File: src/inc/dsrb_cfg.svh
// register indices, status bit positions and answer codes of the drive status bank
`ifndef DSRB_CFG_SVH
`define DSRB_CFG_SVH

`define DSRB_IDX_STATUS 16'h0000
`define DSRB_IDX_SPEED 16'h0001
`define DSRB_IDX_POS_HI 16'h0002
`define DSRB_IDX_POS_LO 16'h0003
`define DSRB_IDX_TORQUE 16'h0004
`define DSRB_IDX_PEAK 16'h0005
`define DSRB_IDX_ULOGIC 16'h0006
`define DSRB_IDX_UDRIVE 16'h0007
`define DSRB_IDX_TEMP 16'h0008
`define DSRB_IDX_VALID 16'h0009
`define DSRB_IDX_LIMIT 16'h0100

`define DSRB_SW_TARGET 0
`define DSRB_SW_DRAG 1
`define DSRB_SW_RSV2 2
`define DSRB_SW_RSV3 3
`define DSRB_SW_MPOWER 4
`define DSRB_SW_ABORT 5
`define DSRB_SW_RUNNING 6
`define DSRB_SW_OVERTEMP 7
`define DSRB_SW_REVERSE 8
`define DSRB_SW_STORE 9
`define DSRB_SW_BLOCKED 10
`define DSRB_SW_MANUAL 11
`define DSRB_SW_BADTGT 12
`define DSRB_SW_PLOST 13
`define DSRB_SW_POSLIM 14
`define DSRB_SW_NEGLIM 15

`define DSRB_VALID_RST 1'b1
`define DSRB_EXC_NONE 8'h00
`define DSRB_EXC_ADDR 8'h02
`define DSRB_EXC_FAIL 8'h04

`endif

File: src/inc/dsrb_pkg.sv
// state types of the drive status bank
`default_nettype none

package dsrb_pkg;

  typedef enum {
    DSRB_ACCEPT,
    DSRB_BAD_ADDR,
    DSRB_PAIR_FAIL
  } dsrb_verdict_t;

  typedef struct packed {
    logic [15:0] word;
  } dsrb_sw_state_t;

  typedef struct packed {
    logic [15:0] peak;
  } dsrb_pk_state_t;

  typedef struct packed {
    logic [15:0] speed;
    logic [15:0] torque;
    logic [15:0] ulogic;
    logic [15:0] udrive;
    logic [15:0] temp;
    logic [31:0] pos;
    logic [15:0] hi_latch;
    logic hi_pending;
    logic consistent;
    logic rsp_valid;
    logic rsp_exc;
    logic [7:0] rsp_code;
    logic [15:0] rsp_data;
    logic reref;
  } dsrb_top_state_t;

endpackage

`default_nettype wire

File: src/rtl/dsrb_status_word.sv
// assembles the motion and fault status word from the drive's flag lines
`timescale 1ns/1ps
`default_nettype none
`include "dsrb_cfg.svh"

module dsrb_status_word
  import dsrb_pkg::*;
(
  input wire logic clk,
  input wire logic srst,
  input wire logic target_reached,
  input wire logic drag_error,
  input wire logic motor_power,
  input wire logic run_aborted,
  input wire logic drive_running,
  input wire logic over_temp,
  input wire logic reverse_motion,
  input wire logic store_fault,
  input wire logic run_blocked,
  input wire logic manual_shift,
  input wire logic bad_target,
  input wire logic power_was_lost,
  input wire logic pos_limit,
  input wire logic neg_limit,
  output logic [15:0] word
);

  dsrb_sw_state_t st;
  dsrb_sw_state_t next_st;

  always_comb begin
    next_st = st;
    next_st.word = 16'h0000;
    next_st.word[`DSRB_SW_TARGET] = target_reached;
    next_st.word[`DSRB_SW_DRAG] = drag_error;
    next_st.word[`DSRB_SW_MPOWER] = motor_power;
    next_st.word[`DSRB_SW_ABORT] = run_aborted;
    next_st.word[`DSRB_SW_RUNNING] = drive_running;
    next_st.word[`DSRB_SW_OVERTEMP] = over_temp;
    next_st.word[`DSRB_SW_REVERSE] = reverse_motion;
    next_st.word[`DSRB_SW_STORE] = store_fault;
    next_st.word[`DSRB_SW_BLOCKED] = run_blocked;
    next_st.word[`DSRB_SW_MANUAL] = manual_shift;
    next_st.word[`DSRB_SW_BADTGT] = bad_target;
    next_st.word[`DSRB_SW_PLOST] = power_was_lost;
    next_st.word[`DSRB_SW_POSLIM] = pos_limit;
    next_st.word[`DSRB_SW_NEGLIM] = neg_limit;
  end

  always_ff @(posedge clk) begin
    if (srst) begin
      st <= '0;
    end else begin
      st <= next_st;
    end
  end

  assign word = st.word;

  reserved_zero_a: assert property (@(posedge clk) disable iff (srst)
    word[`DSRB_SW_RSV3:`DSRB_SW_RSV2] == 2'h0)
    else $error("reserved status bits not zero");

  limit_bits_a: assert property (@(posedge clk) disable iff (srst)
    (pos_limit && neg_limit) |=> (word[`DSRB_SW_NEGLIM:`DSRB_SW_POSLIM] == 2'h3))
    else $error("range limit bits not reported");

endmodule
`default_nettype wire

File: src/rtl/dsrb_peak_torque.sv
// peak torque of the latest run, tracked only inside the measuring window
`timescale 1ns/1ps
`default_nettype none

module dsrb_peak_torque
  import dsrb_pkg::*;
(
  input wire logic clk,
  input wire logic srst,
  input wire logic run_start,
  input wire logic torque_window,
  input wire logic [15:0] torque,
  output logic [15:0] peak
);

  dsrb_pk_state_t st;
  dsrb_pk_state_t next_st;

  always_comb begin
    next_st = st;
    // start-up and braking lie outside the window and never count
    if (run_start) begin
      next_st.peak = torque_window ? torque : 16'h0000;
    end else if (torque_window && (torque > st.peak)) begin
      next_st.peak = torque;
    end
  end

  always_ff @(posedge clk) begin
    if (srst) begin
      st <= '0;
    end else begin
      st <= next_st;
    end
  end

  assign peak = st.peak;

  peak_tracks_a: assert property (@(posedge clk) disable iff (srst)
    (torque_window && !run_start) |=> (peak >= $past(torque)))
    else $error("peak below windowed torque");

  peak_frozen_a: assert property (@(posedge clk) disable iff (srst)
    (!torque_window && !run_start) |=> $stable(peak))
    else $error("peak moved outside window");

endmodule
`default_nettype wire

File: src/rtl/dsrb_top.sv
// drive status register bank: holding registers 0 to 9 behind the register request port
//
// Summary of operation
// - Index 0 holds the status word with target, drag, motor power, abort, running in bits 0,1,4,5,6 and bits 2,3 zero.
// - Status bits 7 to 11 flag over-temperature, reverse motion, store or encoder fault, blocked run and manual shift.
// - Status bits 12 to 15 flag bad target, lost motor power, positive limit and negative limit.
// - The signed 32-bit position reads with bytes 3-2 at index 2 and bytes 1-0 at index 3.
// - Writing the position pair re-references the present position to the written value with no motion.
// - Index 5 reads the peak torque of the latest run, ignoring start-up and braking.
// - Index 6 reads the logic supply voltage in tenths of a volt.
// - Index 7 reads the drive supply voltage in tenths of a volt.
// - Index 8 reads the internal temperature as signed whole degrees.
// - Index 9 reads 1 when the position is consistent, 0 when not, and is 1 after reset.
// - The consistency register exists only in single-turn builds.
// - The high word is written first and the 32-bit value changes only on the low-word write.
// - A write to another register between high and low word makes the low-word write fail.
`timescale 1ns/1ps
`default_nettype none
`include "dsrb_cfg.svh"

module dsrb_top
  import dsrb_pkg::*;
#(
  parameter int POS_STEP_W = 16,
  parameter bit SINGLE_TURN = 1'b1
) (
  input wire logic clk,
  input wire logic srst,
  // register requests from the frame decoder
  input wire logic req_valid,
  input wire logic req_write,
  input wire logic [15:0] holding_register_index,
  input wire logic [15:0] req_wdata,
  output logic rsp_valid,
  output logic rsp_exception,
  output logic [7:0] rsp_code,
  output logic [15:0] rsp_rdata,
  // status flags from the motion controller
  input wire logic target_reached,
  input wire logic drag_error,
  input wire logic motor_power,
  input wire logic run_aborted,
  input wire logic drive_running,
  input wire logic over_temp,
  input wire logic reverse_motion,
  input wire logic store_fault,
  input wire logic run_blocked,
  input wire logic manual_shift,
  input wire logic bad_target,
  input wire logic power_was_lost,
  input wire logic pos_limit,
  input wire logic neg_limit,
  // measured values
  input wire logic [15:0] speed_rpm,
  input wire logic [15:0] torque_cnm,
  input wire logic run_start,
  input wire logic torque_window,
  input wire logic [15:0] logic_supply_dv,
  input wire logic [15:0] drive_supply_dv,
  input wire logic [15:0] temperature_c,
  // position tracking
  input wire logic pos_step_valid,
  input wire logic [POS_STEP_W-1:0] pos_step,
  input wire logic consistency_lost,
  input wire logic consistency_regained,
  output logic [31:0] position_value,
  output logic position_rereferenced
);

  ////////////////////////////////////////////////////////////////////////////////
  // parameter checks

  if ((POS_STEP_W < 1) || (POS_STEP_W > 31)) begin : g_bad_step
    $error("POS_STEP_W must lie in 1..31");
  end

  ////////////////////////////////////////////////////////////////////////////////
  // sub-blocks

  logic [15:0] status_word;
  logic [15:0] peak_torque;

  dsrb_status_word u_status (
    .clk(clk),
    .srst(srst),
    .target_reached(target_reached),
    .drag_error(drag_error),
    .motor_power(motor_power),
    .run_aborted(run_aborted),
    .drive_running(drive_running),
    .over_temp(over_temp),
    .reverse_motion(reverse_motion),
    .store_fault(store_fault),
    .run_blocked(run_blocked),
    .manual_shift(manual_shift),
    .bad_target(bad_target),
    .power_was_lost(power_was_lost),
    .pos_limit(pos_limit),
    .neg_limit(neg_limit),
    .word(status_word)
  );

  dsrb_peak_torque u_peak (
    .clk(clk),
    .srst(srst),
    .run_start(run_start),
    .torque_window(torque_window),
    .torque(torque_cnm),
    .peak(peak_torque)
  );

  ////////////////////////////////////////////////////////////////////////////////
  // state

  dsrb_top_state_t st;
  dsrb_top_state_t next_st;

  logic [31:0] step_ext;
  logic is_hi;
  logic is_lo;
  logic in_bank;
  logic out_of_range;

  assign step_ext = {{(32 - POS_STEP_W){pos_step[POS_STEP_W-1]}}, pos_step};
  assign is_hi = (holding_register_index == `DSRB_IDX_POS_HI);
  assign is_lo = (holding_register_index == `DSRB_IDX_POS_LO);
  assign out_of_range = (holding_register_index >= `DSRB_IDX_LIMIT);
  // multi-turn builds see index 9 as a reserved slot
  assign in_bank = (holding_register_index < `DSRB_IDX_VALID) ||
                   ((holding_register_index == `DSRB_IDX_VALID) && SINGLE_TURN);

  function automatic logic [15:0] read_mux(input logic [15:0] idx,
                                           input dsrb_top_state_t s,
                                           input logic [15:0] sw,
                                           input logic [15:0] pk);
    logic [15:0] v;
    v = 16'h0000;
    // reserved slots below the range limit read zero
    unique case (idx)
      `DSRB_IDX_STATUS: v = sw;
      `DSRB_IDX_SPEED: v = s.speed;
      `DSRB_IDX_POS_HI: v = s.pos[31:16];
      `DSRB_IDX_POS_LO: v = s.pos[15:0];
      `DSRB_IDX_TORQUE: v = s.torque;
      `DSRB_IDX_PEAK: v = pk;
      `DSRB_IDX_ULOGIC: v = s.ulogic;
      `DSRB_IDX_UDRIVE: v = s.udrive;
      `DSRB_IDX_TEMP: v = s.temp;
      `DSRB_IDX_VALID: v = SINGLE_TURN ? {15'h0, s.consistent} : 16'h0000;
      default: v = 16'h0000;
    endcase
    return v;
  endfunction

  ////////////////////////////////////////////////////////////////////////////////
  // next state

  always_comb begin
    dsrb_verdict_t verdict;
    verdict = DSRB_ACCEPT;
    next_st = st;
    next_st.speed = speed_rpm;
    next_st.torque = torque_cnm;
    next_st.ulogic = logic_supply_dv;
    next_st.udrive = drive_supply_dv;
    next_st.temp = temperature_c;
    next_st.rsp_valid = 1'b0;
    next_st.reref = 1'b0;
    // a loss seen together with a regain leaves the position flagged inconsistent
    if (consistency_lost) begin
      next_st.consistent = 1'b0;
    end else if (consistency_regained) begin
      next_st.consistent = 1'b1;
    end
    if (pos_step_valid) begin
      next_st.pos = st.pos + step_ext;
    end
    if (req_valid) begin
      next_st.rsp_valid = 1'b1;
      next_st.rsp_data = 16'h0000;
      if (out_of_range) begin
        verdict = DSRB_BAD_ADDR;
        if (req_write) begin
          next_st.hi_pending = 1'b0;
        end
      end else if (!req_write) begin
        next_st.rsp_data = read_mux(holding_register_index, st, status_word,
                                    peak_torque);
      end else if (is_hi) begin
        next_st.hi_latch = req_wdata;
        next_st.hi_pending = 1'b1;
      end else if (is_lo) begin
        if (st.hi_pending) begin
          // the re-reference overrides a step taken in the same cycle
          next_st.pos = {st.hi_latch, req_wdata};
          next_st.hi_pending = 1'b0;
          next_st.reref = 1'b1;
        end else begin
          verdict = DSRB_PAIR_FAIL;
        end
      end else if (in_bank) begin
        verdict = DSRB_BAD_ADDR;
        next_st.hi_pending = 1'b0;
      end else begin
        next_st.hi_pending = 1'b0;
      end
      unique case (verdict)
        DSRB_ACCEPT: begin
          next_st.rsp_exc = 1'b0;
          next_st.rsp_code = `DSRB_EXC_NONE;
        end
        DSRB_BAD_ADDR: begin
          next_st.rsp_exc = 1'b1;
          next_st.rsp_code = `DSRB_EXC_ADDR;
        end
        DSRB_PAIR_FAIL: begin
          next_st.rsp_exc = 1'b1;
          next_st.rsp_code = `DSRB_EXC_FAIL;
        end
      endcase
    end
  end

  always_ff @(posedge clk) begin
    if (srst) begin
      st <= '0;
      st.consistent <= `DSRB_VALID_RST;
    end else begin
      st <= next_st;
    end
  end

  ////////////////////////////////////////////////////////////////////////////////
  // outputs

  assign rsp_valid = st.rsp_valid;
  assign rsp_exception = st.rsp_exc;
  assign rsp_code = st.rsp_code;
  assign rsp_rdata = st.rsp_data;
  assign position_value = st.pos;
  assign position_rereferenced = st.reref;

  ////////////////////////////////////////////////////////////////////////////////
  // checks

  answer_timing_a: assert property (@(posedge clk) disable iff (srst)
    req_valid |=> rsp_valid)
    else $error("request not answered next cycle");

  no_spurious_a: assert property (@(posedge clk) disable iff (srst)
    !req_valid |=> !rsp_valid)
    else $error("answer without request");

  status_read_a: assert property (@(posedge clk) disable iff (srst)
    (req_valid && !req_write && (holding_register_index == `DSRB_IDX_STATUS))
    |=> (rsp_rdata == $past(status_word)) && !rsp_exception)
    else $error("status word read wrong");

  pos_high_read_a: assert property (@(posedge clk) disable iff (srst)
    (req_valid && !req_write && is_hi) |=> (rsp_rdata == $past(st.pos[31:16])))
    else $error("position high half read wrong");

  reref_value_a: assert property (@(posedge clk) disable iff (srst)
    (req_valid && req_write && is_lo && st.hi_pending)
    |=> (position_value == {$past(st.hi_latch), $past(req_wdata)}) &&
        position_rereferenced && !rsp_exception)
    else $error("re-reference did not load written pair");

  high_no_effect_a: assert property (@(posedge clk) disable iff (srst)
    (req_valid && req_write && is_hi && !pos_step_valid) |=> $stable(position_value))
    else $error("high word write moved position");

  pair_break_a: assert property (@(posedge clk) disable iff (srst)
    (req_valid && req_write && is_hi) ##1
    (req_valid && req_write && !is_hi && !is_lo) ##1
    (req_valid && req_write && is_lo)
    |=> rsp_exception && (rsp_code == `DSRB_EXC_FAIL) && !position_rereferenced)
    else $error("broken pair not rejected");

  ro_write_a: assert property (@(posedge clk) disable iff (srst)
    (req_valid && req_write && in_bank && !is_hi && !is_lo)
    |=> rsp_exception && (rsp_code == `DSRB_EXC_ADDR))
    else $error("write to read-only register accepted");

  range_limit_a: assert property (@(posedge clk) disable iff (srst)
    (req_valid && out_of_range) |=> rsp_exception && (rsp_code == `DSRB_EXC_ADDR))
    else $error("index beyond limit not rejected");

  valid_after_reset_a: assert property (@(posedge clk)
    srst |=> (st.consistent == 1'b1))
    else $error("consistency flag not set by reset");

  valid_multi_a: assert property (@(posedge clk) disable iff (srst)
    (!SINGLE_TURN && req_valid && !req_write &&
     (holding_register_index == `DSRB_IDX_VALID)) |=> (rsp_rdata == 16'h0000))
    else $error("multi-turn build exposes consistency flag");

  supply_read_a: assert property (@(posedge clk) disable iff (srst)
    (req_valid && !req_write && (holding_register_index == `DSRB_IDX_ULOGIC))
    |=> (rsp_rdata == $past(logic_supply_dv, 2)))
    else $error("logic supply read wrong");

  drive_read_a: assert property (@(posedge clk) disable iff (srst)
    (req_valid && !req_write && (holding_register_index == `DSRB_IDX_UDRIVE))
    |=> (rsp_rdata == $past(drive_supply_dv, 2)))
    else $error("drive supply read wrong");

  temp_read_a: assert property (@(posedge clk) disable iff (srst)
    (req_valid && !req_write && (holding_register_index == `DSRB_IDX_TEMP))
    |=> (rsp_rdata == $past(temperature_c, 2)))
    else $error("temperature read wrong");

  pair_reject_a: assert property (@(posedge clk) disable iff (srst)
    (req_valid && req_write && is_lo && !st.hi_pending && !pos_step_valid)
    |=> rsp_exception && (rsp_code == `DSRB_EXC_FAIL) && !position_rereferenced &&
        $stable(position_value))
    else $error("low word without pending high word accepted");

  pending_clear_a: assert property (@(posedge clk) disable iff (srst)
    (req_valid && req_write && !is_hi && !is_lo) |=> !st.hi_pending)
    else $error("other write left high word pending");

  pending_set_a: assert property (@(posedge clk) disable iff (srst)
    (req_valid && req_write && is_hi)
    |=> st.hi_pending && (st.hi_latch == $past(req_wdata)))
    else $error("high word not latched");

  read_keeps_pair_a: assert property (@(posedge clk) disable iff (srst)
    (req_valid && !req_write) |=> (st.hi_pending == $past(st.hi_pending)))
    else $error("read changed pending high word");

  pos_low_read_a: assert property (@(posedge clk) disable iff (srst)
    (req_valid && !req_write && is_lo) |=> (rsp_rdata == $past(st.pos[15:0])))
    else $error("position low half read wrong");

  speed_read_a: assert property (@(posedge clk) disable iff (srst)
    (req_valid && !req_write && (holding_register_index == `DSRB_IDX_SPEED))
    |=> (rsp_rdata == $past(speed_rpm, 2)))
    else $error("speed read wrong");

  torque_read_a: assert property (@(posedge clk) disable iff (srst)
    (req_valid && !req_write && (holding_register_index == `DSRB_IDX_TORQUE))
    |=> (rsp_rdata == $past(torque_cnm, 2)))
    else $error("torque read wrong");

  peak_read_a: assert property (@(posedge clk) disable iff (srst)
    (req_valid && !req_write && (holding_register_index == `DSRB_IDX_PEAK))
    |=> (rsp_rdata == $past(peak_torque)))
    else $error("peak torque read wrong");

  reserved_read_a: assert property (@(posedge clk) disable iff (srst)
    (req_valid && !req_write && !out_of_range &&
     (holding_register_index > `DSRB_IDX_VALID))
    |=> (rsp_rdata == 16'h0000) && !rsp_exception)
    else $error("reserved register read not zero");

endmodule
`default_nettype wire

File: config.mk
export PLATFORM = sky130hd
export DESIGN_NAME = dsrb_top
export DESIGN_NICKNAME = d
export VERILOG_FILES = /design/src/inc/dsrb_pkg.sv /design/src/rtl/dsrb_status_word.sv /design/src/rtl/dsrb_peak_torque.sv /design/src/rtl/dsrb_top.sv
export VERILOG_INCLUDE_DIRS = /design/src /design/src/inc
export SDC_FILE = /design/constraint.sdc
export NUM_CORES = 1
export LEC_CHECK = 0
export BUFFER_PORTS_ARGS = -buffer_cell sky130_fd_sc_hd__clkbuf_2
export CORE_MARGIN = 2
export CORE_UTILIZATION = 55
export DETAILED_ROUTE_END_ITERATION = 10
export PLACE_DENSITY_LB_ADDON = 0.05
export SLEW_MARGIN = 30
export SYNTH_ARGS = -nofsm -noshare
export SYNTH_HDL_FRONTEND = slang
export SYNTH_HIERARCHICAL = 1
export SYNTH_SLANG_ARGS = --single-unit
File: constraint.sdc
create_clock -name clk -period 3.2 [get_ports clk]
set_input_delay 0.16 -clock clk [delete_from_list [all_inputs] [get_ports clk]]
set_output_delay 0.16 -clock clk [all_outputs]
set_load 0.01 [all_outputs]
==> impl_metrics.tcl <==
set metrics [dict create \
    outcome "completed" \
    synth_most_common_cell "dfxtp_1" \
    crit_chain "ha_1, fa_1, a21oi_2, o221ai_2, o2bb2ai_2, a221oi_2, o21ba_2, o21ai_2, a211oi_2, xor2_1, a311oi_1" \
    gp_congestion 0.904 \
    fin_cells 1493 \
    min_from "torque_cnm[7]" \
    diodes 0 \
    fmax_ghz 0.348 \
    start_util_pct 56.4 \
    clock_path_buffers 2 \
    synth_top_area_share_pct 38.6 \
    async_flop_share_pct 0 \
    port_buffers 203 \
    final_area_um2 11800 \
    critical_path_peak_fanout 4 \
    regToRegEndpoint "position_value[30]" \
    min_delay_worst_endpoint "st[132]" \
    synth-main-ff-cell "dfxtp_1" \
    cts-root-buf "clkbuf_16" \
    finalHoldViolations 0 \
    dpl.cell_count 1357 \
    crit_path_start_kind "flip-flop" \
    total_leakage_power_nw 5.25 \
    yosys-top-cells-area "dfxtp_1 39%, ha_1 6.5%, nor2b_1 5.9%" \
    area_growth_pct 25.3 \
    placed_area_um2 10100 \
    slowest_stage "fa_1" \
    cap_viol_max_count 0 \
    dpl.hpwl_um 19900 \
    yosysSeqAreaShare_pct 38.6 \
    nNetsFinal 1461 \
    hold_path.class "input pin to flip-flop" \
    routedWlPerCell_um 19.3 \
    syn_area_um2 9390 \
    regToRegSetupSlack_ns 0.33 \
    die_y_um 135 \
    die-area_um2 18100 \
    drc 0 \
    synth_top_cell_by_area "dfxtp_1" \
    skew_ns 0.0153 \
    clock-sinks 181 \
    synth_seq_cells 181 \
    synth_common_cells "181 x dfxtp_1, 88 x nor2b_1, 80 x nor2_1" \
    rsz0062_at_grt "no" \
    grt_max_degree 115 \
    synth_cells 1023 \
    setup-tns-final_ns 0 \
    fin_crit_ns 2.87 \
    fp.dieW_um 135 \
    rows 47 \
    num_vias 8339 \
    ant_nets 0 \
    ys.warnings.count 6 \
    grt_pass1_vias 8023 \
    required_ns 3.55 \
    worstMarginPinSlew_ns 0.754 \
    relSlewSlack_pct 49.7 \
    tritoncts "yes" \
    drive_gt1_share_pct 23.8 \
    cts_made_buffers 17 \
    postSynthAreaPerCell_um2 9.18 \
    cts.clk_slew.worst_paths_ns 0.08 \
    p_per_area_nw_per_um2 499 \
    ff2ff_path_depth 11 \
    first_iter_violations 601 \
    dr.pass1.iters 6 \
    track_usage_pct 31.6 \
    grt_pass1_wl_um 43800 \
    setup_viol 0 \
    htree_levels 4 \
    r2r_start "position_value[0]" \
    worstSkewPairLatency_ns 0.45 \
    overflow 0 \
    yosysUniqueCellTypes 75 \
    core_um2 16600 \
    slew_violations 0 \
    critical_path.max_stage_delay_ns 0.43 \
    synth_edf_count 0 \
    wl_um 28800 \
    cp-end-kind "flip-flop" \
    ir_drop_mv 0.396 \
    boundaryPins 210 \
    whs_path_depth 2 \
    antenna_found_initial 0 \
    crit_type "flip-flop to flip-flop" \
    cp.arrival_ns 3.22 \
    fillers 1294 \
    avgViaCountPerCell 5.59 \
    fin_crit_sh_pct 89.8 \
]
## per-layer routing
layer	track usage [%]	wire (µm)	share of wire (%)	vias to the layer above
met5	0	0	0	-
met4	10.6	688	2.4	0
met2	50.6	13200	46	308
met3	6.19	1690	5.9	47
li1	-	-	-	4085
met1	42.8	13200	46	3899
## worst max-delay path: cells and delay by family, from the launching register on
family          cells  cell delay [ns]
xor+xnor            1             0.09
fa+ha+maj           2             0.65
flops               1             0.35
compound gates      8             1.68
## logic make-up (layout without fill, tap and decap cells)
kind of cell / after synthesis / after routing / synth area share (%)
buf+inv: 148 / 392 / 9.10
xor+xnor: 24 / 24 / 2.24
other cells: 2 / 8 / 0.0799
flops: 181 / 181 / 38.6
compound gates: 288 / 288 / 22.5
fa+ha+maj: 50 / 50 / 6.74
simple gates: 301 / 301 / 17.7
mux: 29 / 29 / 3.09
## how the worst max path moves through the flow
stage | slack [ns] | start | cells after the start | to
3_5_place_dp | 0.21 | position_value[0] | 11 | position_value[30]
4_1_cts | 0.18 | position_value[0] | 11 | position_value[30]
5_1_grt | 0.06 | position_value[0] | 11 | position_value[30]
3_3_place_gp | 0.27 | position_value[0] | 11 | position_value[30]
6_report | 0.33 | position_value[0] | 11 | position_value[30]
2_1_floorplan | 0.58 | position_value[0] | 11 | position_value[30]
## report_power, final
group / switching (mW) / internal, mW
Clock: 0.991 / 1.05
Sequential: 0.151 / 2.40
Combinational: 0.683 / 0.601
## timing repair
action	CTS	global route
gates resized for setup	0	3
setup endpoints to repair	0	3
endpoints found under the hold margin	110	2
hold buffers	102	1
buffers inserted	0	1
## registers in the layout, indices dropped and copies added (netlist names)
| signal | count |
|---|---|
| u_peak/peak | 16 |
| rsp_valid | 1 |
| rsp_code | 2 |
| position_rereferenced | 1 |
| st | 98 |
| rsp_rdata | 16 |
| u_status/word | 14 |
| position_value | 32 |
| rsp_exception | 1 |
## per-stage QoR
stage	total power [mW]	setup slack, ns	utilization, %	hold WS [ns]
detailed placement	3.74	0.211	61.0	0.371
global placement	3.73	0.274	60.9	0.367
floorplan	3.42	0.580	-	0.232
global route	6.13	0.0557	70.7	0.00322
CTS	5.85	0.181	70.5	0.00117
finish	5.87	0.326	70.7	0.00668
## layout by cell type, fill, tap and decap left out, types with 17 or more instances in the layout
cell and instances:
dfxtp_1 181, a211oi_1 35, inv_1 32, o21ai_0 24, clkbuf_2 202, nor2_1 80, buf_4 21, a31oi_1 23
nor2b_1 88, mux2i_1 29, ha_1 49, clkbuf_16 17, dlygate4sd3_1 103, a22o_1 38, nand2_1 57, a21o_1 30
a21oi_1 64
## final cells by class
cell class                      instances  area [µm²]  area share (%)
Multi-Input combinational cell        700        4960            42.1
Sequential cell                       181        3620            30.8
Timing Repair Buffer                  327        2220            18.9
Clock buffer                           18         439            3.73
Tap cell                              220         275            2.34
Clock inverter                         14         131            1.12
Inverter                               33         124            1.05
No activity file was read; power rests on OpenSTA's default activity.
